## config.mk

```make
export PLATFORM = sky130hd
export DESIGN_NAME = plsel_top
export DESIGN_NICKNAME = d
export VERILOG_FILES = /design/src/hw/plsel_pkg.sv /design/src/hw/plsel_top.sv
export SDC_FILE = /design/constraint.sdc
export NUM_CORES = 1
export LEC_CHECK = 0
export BUFFER_PORTS_ARGS = -buffer_cell sky130_fd_sc_hd__buf_2
export CAP_MARGIN = 20
export CORE_MARGIN = 5
export CORE_UTILIZATION = 25
export DETAILED_ROUTE_END_ITERATION = 10
export GPL_TIMING_DRIVEN = 1
export MAX_ROUTING_LAYER = met4
export SLEW_MARGIN = 20
export SYNTH_ARGS = -nofsm -noshare
export SYNTH_HDL_FRONTEND = slang
export SYNTH_SLANG_ARGS = --single-unit
```

## constraint.sdc

```tcl
create_clock -name pclk -period 3.9 [get_ports pclk]
set_input_delay 0.78 -clock pclk [delete_from_list [all_inputs] [get_ports pclk]]
set_output_delay 0.78 -clock pclk [all_outputs]
set_load 0.01 [all_outputs]
```

## src/hw/plsel_pkg.sv

```systemverilog
// package: offsets, field codes and reset values of the pin function selector
package plsel_pkg;
   localparam int ADDR_W = 12;
   localparam int DATA_W = 32;
   localparam int REG_W = 16;
   localparam int SP_PINS = 8;
   localparam int PL_PINS = 8;
   localparam int CHANS = 3;
   localparam int SYNC_STAGES = 3;
   localparam logic [11:0] ADDR_PORT_L = 12'h000;
   localparam logic [11:0] ADDR_SERIAL = 12'h004;
   localparam logic [15:0] PORT_L_RESET = 16'h0000;
   localparam logic [15:0] SERIAL_RESET = 16'hA888;
   localparam logic [1:0] FLD_PERIPH = 2'h0;
   localparam logic [1:0] FLD_OUT = 2'h1;
   localparam logic [1:0] FLD_IN_PU = 2'h2;
   localparam logic [1:0] FLD_IN = 2'h3;
   // serial fields that cover a transmit/receive pair
   localparam logic [7:0] CHAN_MASK = 8'h15;
   // serial field with no general output code
   localparam logic [7:0] NO_OUT_MASK = 8'h80;
   localparam logic [31:0] ZERO_WORD = 32'h00000000;
endpackage : plsel_pkg

```

## src/hw/plsel_top.sv

```systemverilog
// pin function selector for port L and the serial pin group, APB register access
//
// Implementation choices: the APB interface to the registers and the register addresses.
`timescale 1ns/1ns
module plsel_top (
   input wire logic pclk,
   input wire logic presetn,
   input wire logic psel,
   input wire logic penable,
   input wire logic pwrite,
   input wire logic [11:0] paddr,
   input wire logic [31:0] pwdata,
   input wire logic [3:0] pstrb,
   output logic [31:0] prdata,
   output logic pready,
   output logic pslverr,
   input wire logic [2:0] tx_on_bit,
   input wire logic [2:0] rx_on_bit,
   input wire logic [2:0] sci_txd,
   output logic [2:0] sci_rxd,
   input wire logic [7:0] periph_out,
   input wire logic [7:0] periph_oe,
   input wire logic [7:0] serial_pin_gpio_bit,
   output logic [7:0] sp_rd_data,
   input wire logic [7:0] sp_pad_in,
   output logic [7:0] sp_pad_out,
   output logic [7:0] sp_pad_oe,
   output logic [7:0] sp_pad_pu,
   output logic [7:0] sp_pad_periph,
   input wire logic [2:0] rx_pad_in,
   output logic [2:0] rx_pad_pu,
   output logic [2:0] rx_pad_periph,
   output logic [7:0] pl_pad_periph,
   output logic [7:0] pl_pad_input
);
   logic [15:0] port_l_function_select_q;
   logic [15:0] port_l_function_select_d;
   logic [15:0] serial_pin_function_select_q;
   logic [15:0] serial_pin_function_select_d;
   logic pready_q;
   logic pready_d;
   logic pslverr_q;
   logic pslverr_d;
   logic [31:0] prdata_q;
   logic [31:0] prdata_d;
   logic access;
   logic hit_pl;
   logic hit_sp;
   logic [10:0] s1_q;
   logic [10:0] s2_q;
   logic [10:0] s3_q;
   logic [10:0] s1_d;
   logic [10:0] s2_d;
   logic [10:0] s3_d;
   logic [10:0] stab_q;
   logic [10:0] stab_d;
   logic [10:0] diff;
   logic [7:0] sp_out_d;
   logic [7:0] sp_oe_d;
   logic [7:0] sp_pu_d;
   logic [7:0] sp_per_d;
   logic [7:0] sp_rd_d;
   logic [2:0] rx_pu_d;
   logic [2:0] rx_per_d;
   logic [2:0] rxd_d;
   logic [7:0] pl_per_d;
   logic [7:0] pl_in_d;
   logic [7:0] sp_out_q;
   logic [7:0] sp_oe_q;
   logic [7:0] sp_pu_q;
   logic [7:0] sp_per_q;
   logic [7:0] sp_rd_q;
   logic [2:0] rx_pu_q;
   logic [2:0] rx_per_q;
   logic [2:0] rxd_q;
   logic [7:0] pl_per_q;
   logic [7:0] pl_in_q;

   assign access = psel & penable;
   assign hit_pl = (paddr == plsel_pkg::ADDR_PORT_L);
   assign hit_sp = (paddr == plsel_pkg::ADDR_SERIAL);

   // apb slave: one wait cycle, write at the acknowledging edge
   always_comb begin
      port_l_function_select_d = port_l_function_select_q;
      serial_pin_function_select_d = serial_pin_function_select_q;
      pready_d = access & ~pready_q;
      pslverr_d = access & ~pready_q & ~hit_pl & ~hit_sp;
      prdata_d = plsel_pkg::ZERO_WORD;
      if (access & ~pready_q & ~pwrite) begin
         if (hit_pl) begin
            prdata_d = {16'h0000, port_l_function_select_q};
         end else if (hit_sp) begin
            prdata_d = {16'h0000, serial_pin_function_select_q};
         end
      end
      if (access & pready_q & pwrite) begin
         if (hit_pl) begin
            if (pstrb[0]) begin
               port_l_function_select_d[7:0] = pwdata[7:0];
            end
            if (pstrb[1]) begin
               port_l_function_select_d[15:8] = pwdata[15:8];
            end
         end else if (hit_sp) begin
            if (pstrb[0]) begin
               serial_pin_function_select_d[7:0] = pwdata[7:0];
            end
            if (pstrb[1]) begin
               serial_pin_function_select_d[15:8] = pwdata[15:8];
            end
         end
      end
   end

   always_ff @(posedge pclk or negedge presetn) begin
      if (!presetn) begin
         port_l_function_select_q <= plsel_pkg::PORT_L_RESET;
         serial_pin_function_select_q <= plsel_pkg::SERIAL_RESET;
         pready_q <= 1'h0;
         pslverr_q <= 1'h0;
         prdata_q <= plsel_pkg::ZERO_WORD;
      end else begin
         port_l_function_select_q <= port_l_function_select_d;
         serial_pin_function_select_q <= serial_pin_function_select_d;
         pready_q <= pready_d;
         pslverr_q <= pslverr_d;
         prdata_q <= prdata_d;
      end
   end

   // pad inputs: three stages, a change counts once stages two and three agree
   assign diff = s2_q ^ s3_q;
   always_comb begin
      s1_d = {rx_pad_in, sp_pad_in};
      s2_d = s1_q;
      s3_d = s2_q;
      stab_d = (s2_q & ~diff) | (stab_q & diff);
   end

   always_ff @(posedge pclk or negedge presetn) begin
      if (!presetn) begin
         s1_q <= 11'h000;
         s2_q <= 11'h000;
         s3_q <= 11'h000;
         stab_q <= 11'h000;
      end else begin
         s1_q <= s1_d;
         s2_q <= s2_d;
         s3_q <= s3_d;
         stab_q <= stab_d;
      end
   end

   genvar i;
   generate
      for (i = 0; i < plsel_pkg::PL_PINS; i++) begin : g_pl
         logic [1:0] fl;
         assign fl = port_l_function_select_q[2*i+1:2*i];
         assign pl_per_d[i] = (fl == plsel_pkg::FLD_PERIPH);
         assign pl_in_d[i] = fl[1];
      end
      for (i = 0; i < plsel_pkg::SP_PINS; i++) begin : g_sp
         logic [1:0] f;
         assign f = serial_pin_function_select_q[2*i+1:2*i];
         if (plsel_pkg::CHAN_MASK[i]) begin : g_chan
            localparam int C = i / 2;
            logic te;
            logic re;
            logic tx_out;
            logic tx_per;
            logic rx_per;
            logic rx_pu;
            assign te = tx_on_bit[C];
            assign re = rx_on_bit[C];
            always_comb begin
               tx_out = 1'h0;
               tx_per = 1'h0;
               rx_per = 1'h0;
               rx_pu = 1'h0;
               case (f)
                  plsel_pkg::FLD_PERIPH: begin
                     tx_per = 1'h1;
                     rx_per = 1'h1;
                  end
                  plsel_pkg::FLD_OUT: begin
                     tx_out = 1'h1;
                     rx_per = 1'h1;
                  end
                  plsel_pkg::FLD_IN_PU: begin
                     rx_pu = 1'h1;
                  end
                  default: begin
                     rx_pu = 1'h0;
                  end
               endcase
            end
            // input codes float transmit pin when disabled
            assign sp_oe_d[i] = te | tx_out;
            assign sp_out_d[i] = te ? sci_txd[C] : serial_pin_gpio_bit[i];
            assign sp_per_d[i] = te | tx_per;
            assign sp_pu_d[i] = 1'h0;
            assign rx_per_d[C] = re | rx_per;
            assign rx_pu_d[C] = rx_pu;
            assign rxd_d[C] = stab_q[8+C];
            assign sp_rd_d[i] = tx_out ? serial_pin_gpio_bit[i] : stab_q[8+C];
         end else begin : g_gen
            logic outsel;
            logic per_g;
            logic pu_g;
            // pin 7 has no output code
            always_comb begin
               outsel = 1'h0;
               per_g = 1'h0;
               pu_g = 1'h0;
               case (f)
                  plsel_pkg::FLD_PERIPH: begin
                     per_g = 1'h1;
                  end
                  plsel_pkg::FLD_OUT: begin
                     outsel = ~plsel_pkg::NO_OUT_MASK[i];
                  end
                  plsel_pkg::FLD_IN_PU: begin
                     pu_g = 1'h1;
                  end
                  default: begin
                     pu_g = 1'h0;
                  end
               endcase
            end
            assign sp_oe_d[i] = per_g ? periph_oe[i] : outsel;
            assign sp_out_d[i] = per_g ? periph_out[i] : serial_pin_gpio_bit[i];
            assign sp_per_d[i] = per_g;
            assign sp_pu_d[i] = pu_g;
            assign sp_rd_d[i] = outsel ? serial_pin_gpio_bit[i] : stab_q[i];
         end
      end
   endgenerate

   always_ff @(posedge pclk or negedge presetn) begin
      if (!presetn) begin
         sp_out_q <= 8'h00;
         sp_oe_q <= 8'h00;
         sp_pu_q <= 8'h00;
         sp_per_q <= 8'h00;
         sp_rd_q <= 8'h00;
         rx_pu_q <= 3'h0;
         rx_per_q <= 3'h0;
         rxd_q <= 3'h0;
         pl_per_q <= 8'h00;
         pl_in_q <= 8'h00;
      end else begin
         sp_out_q <= sp_out_d;
         sp_oe_q <= sp_oe_d;
         sp_pu_q <= sp_pu_d;
         sp_per_q <= sp_per_d;
         sp_rd_q <= sp_rd_d;
         rx_pu_q <= rx_pu_d;
         rx_per_q <= rx_per_d;
         rxd_q <= rxd_d;
         pl_per_q <= pl_per_d;
         pl_in_q <= pl_in_d;
      end
   end

   assign prdata = prdata_q;
   assign pready = pready_q;
   assign pslverr = pslverr_q;
   assign sci_rxd = rxd_q;
   assign sp_rd_data = sp_rd_q;
   assign sp_pad_out = sp_out_q;
   assign sp_pad_oe = sp_oe_q;
   assign sp_pad_pu = sp_pu_q;
   assign sp_pad_periph = sp_per_q;
   assign rx_pad_pu = rx_pu_q;
   assign rx_pad_periph = rx_per_q;
   assign pl_pad_periph = pl_per_q;
   assign pl_pad_input = pl_in_q;
endmodule : plsel_top

```

==> flow_summary.json <==
{
  "run_status": "finished, final reports clean",
  "io_buffer_count": 149,
  "cts.root.buffer_cell": "clkbuf_16",
  "track_usage_pct": 10.5,
  "crit_chain": "buf_2, nor4_2, and4b_1, and3_4, mux2_4",
  "end_kind": "register",
  "worstSkewPairLatency_ns": 0.41,
  "arrival_ns": 2.66,
  "clock_tree_from_tritoncts": "yes",
  "async_reset_ff_share_pct": 100,
  "clock_sink_count": 144,
  "finalClockSkew_ns": 0.00766,
  "layout_common_cells": "buf_2, dfrtp_1, nor2_1, mux2_2, conb_1",
  "rows": 52,
  "cts.repair_timing.setup_buffer_count": 0,
  "rsz0062_at_grt": "false",
  "synth_enable_flop_cells": 0,
  "worst-r2r-cell-count": 4,
  "final.period_utilization_pct": 61.0,
  "vias_per_cell": 3.97,
  "netlist.top_cell.by_area": "dfrtp_1",
  "fp.dieW_um": 152,
  "postSynthRegisterBits": 144,
  "final_critical_path_setup_slack_ns": 1.52,
  "min_period_ns": 2.38,
  "critical_path_buf_inv_count": 1,
  "worstMarginPinSlew_ns": 0.860,
  "top_reg_cell_synth": "dfrtp_1",
  "worstReg2RegStart": "pready",
  "timing.hold.worst.class": "reg2reg",
  "postSynthAreaPerCell_um2": 15.7,
  "drtPass1Iterations": 4,
  "initial_core_util_pct": 25.2,
  "placement.cell_area_um2": 6010,
  "drive_above_1_share_pct": 48.2,
  "cts_htree_levels": 4,
  "area_contributors_post_synth": "dfrtp_1, mux2_2, mux2_4, buf_4, nor2_1",
  "ys_types": 28,
  "maximum_number_of_pins_on_one_net_before_global_route_repair": 97,
  "die_y_um": 152,
  "detailedRoute.firstIterationViolations": 104,
  "drc": 0,
  "place.detailed.hpwl_mm": 8.26,
  "layout.cells.most_common": "buf_2",
  "wire_per_inst_um": 14.7,
  "vdd.ir_drop.worst_v": 0.000281,
  "fin_tns_setup_ns": 0,
  "clkSlewWorstSetupHoldPaths_ns": 0.06,
  "fp.coreArea_um2": 20000,
  "vias": 3054,
  "worst_path_max_delay_cell": "and4b_1",
  "layout.cell_area.non_filler_um2": 6700,
  "postLayoutCoreUtil_pct": 33.4,
  "max_cap_violations": 0,
  "final_max_tran_viols": 0,
  "grt_overflow": 0,
  "syn_inst": 322,
  "design.die.area_um2": 23100,
  "pre_cts_setup_slack_ns": 1.12,
  "hold_path_depth": 0,
  "p_leak_nw": 3.18,
  "total_power_mw": 3.54,
  "cts_resized": 0,
  "startpoint_of_the_tightest_hold_check_path": "s1_q[8]",
  "crit_family": "simple AND/OR/NAND/NOR gates",
  "finalWeightedCongestion": 0.761,
  "critPathRequiredTime_ns": 4.18,
  "grt_pass1_wl_mm": 18.6,
  "synth-warning-count": 0,
  "worst-path-max-fanout": 11,
  "finalSetupViolCount": 0,
  "clock_path_buffers": 2,
  "antenna_left": 0,
  "synthesis.area_um2": 5050,
  "cp_num_cells": 5,
  "crit_path_start": "paddr[6]",
  "hold_violations": 0,
  "yosysSeqAreaShare_pct": 71.5,
  "crit_path_start_kind": "input port",
  "postCtsHoldBufs": 0,
  "area_growth_pct": 32.7,
  "fin_nets": 581,
  "critical_path_class": "in2reg",
  "first_global_vias": 3516,
  "antenna_found_initial": 4,
  "critical-path-max-stage-delay_ns": 0.63,
  "worst_max_slew_margin_expressed_relative_to_the_limit_pct": 42.7,
  "synth_largest_type_area_fraction_pct": 68.9,
  "wirelength_mm": 11.3,
  "cts-buffers-inserted": 17,
  "max_freq_ghz": 0.420,
  "pwr_density_cell_nw_per_um2": 529,
  "ios": 196
}
routing by layer:
metal / routed length (um) / up-vias / global-route usage (%)
li1: - / 1387 / -
met2: 5540 / 115 / 16.4
met3: 859 / 16 / 4.49
met4: 263 / 0 / 4.54
met1: 4690 / 1536 / 11.8
met5: 0 / - / -
cells in the mapped netlist (3+ instances only):
library cell and number:
mux2_2 31, nor2_1 38, o21bai_1 3, dfstp_2 5
a22oi_1 16, nand2b_1 12, maj3_1 8, nor2b_1 9
buf_4 19, nand2_1 3, dfrtp_1 139, mux2_4 16
logic make-up (layout without fill, tap and decap cells):
| group | Yosys count | count (layout) | synth area share [%] |
|---|---|---|---|
| buffers and inverters | 27 | 183 | 4.29 |
| flip-flops | 144 | 144 | 71.5 |
| other | 1 | 23 | 0.0743 |
| AND/OR/NAND/NOR | 75 | 75 | 7.86 |
| adder cells (fa/ha/maj) | 8 | 8 | 1.59 |
| AO/OA/AOI/OAI | 20 | 20 | 3.00 |
| multiplexers | 47 | 47 | 11.7 |
where the power goes:
| part | switching, mW | internal, mW |
|---|---|---|
| Sequential | 0.0163 | 1.54 |
| Combinational | 0.0824 | 0.0601 |
| Clock | 0.597 | 1.25 |
| Total | 0.696 | 2.85 |
through the flow:
| stage | hold slack (ns) | std cells |
|---|---|---|
| after CTS | 0.350 | 766 |
| after global routing | 0.356 | 770 |
| after floorplan | 0.331 | 340 |
| after global placement | 0.332 | 735 |
| after detailed placement | 0.336 | 735 |
| final | 0.347 | 770 |
layout make-up:
cell class / count / area (um^2)
fillers: 2032 / 13300
flip-flops and latches: 144 / 3610
multi-input cells: 169 / 1290
repair buffers: 152 / 774
clock buffers: 22 / 474
well taps: 270 / 338
clock inverters: 9 / 204
diodes: 4 / 10.0
state kept, by name, indices dropped and copies added (netlist names), named ones only:
register                      cells
pl_pad_input                      8
pl_pad_periph                     8
prdata                           16
pslverr                           1
s2_q                              8
sp_pad_oe                         8
pready                            1
s3_q                              8
port_l_function_select_q         16
rx_pad_pu                         3
sp_rd_data                        8
rx_pad_periph                     3
sci_rxd                           3
sp_pad_pu                         5
sp_pad_periph                     8
s1_q                              8
sp_pad_out                        8
serial_pin_function_select_q     16
final timing paths:
check	slack [ns]	endpoint
worst max-delay path	1.52	port_l_function_select_q[14]
worst min-delay path	0.35	s2_q[8]
worst max register to register	2.12	serial_pin_function_select_q[14]
worst min register to register	0.35	s2_q[8]
max in group asynchronous	2.49	serial_pin_function_select_q[7]
min in group asynchronous	0.47	sp_pad_periph[5]
worst register-to-register path: stages (launching register included):
cell,delay (ns)
dfrtp_1,0.40
and4_1,0.30
nand2_1,0.09
nor2_2,0.47
mux2_2,0.41
(Power assumes the default switching activity.)
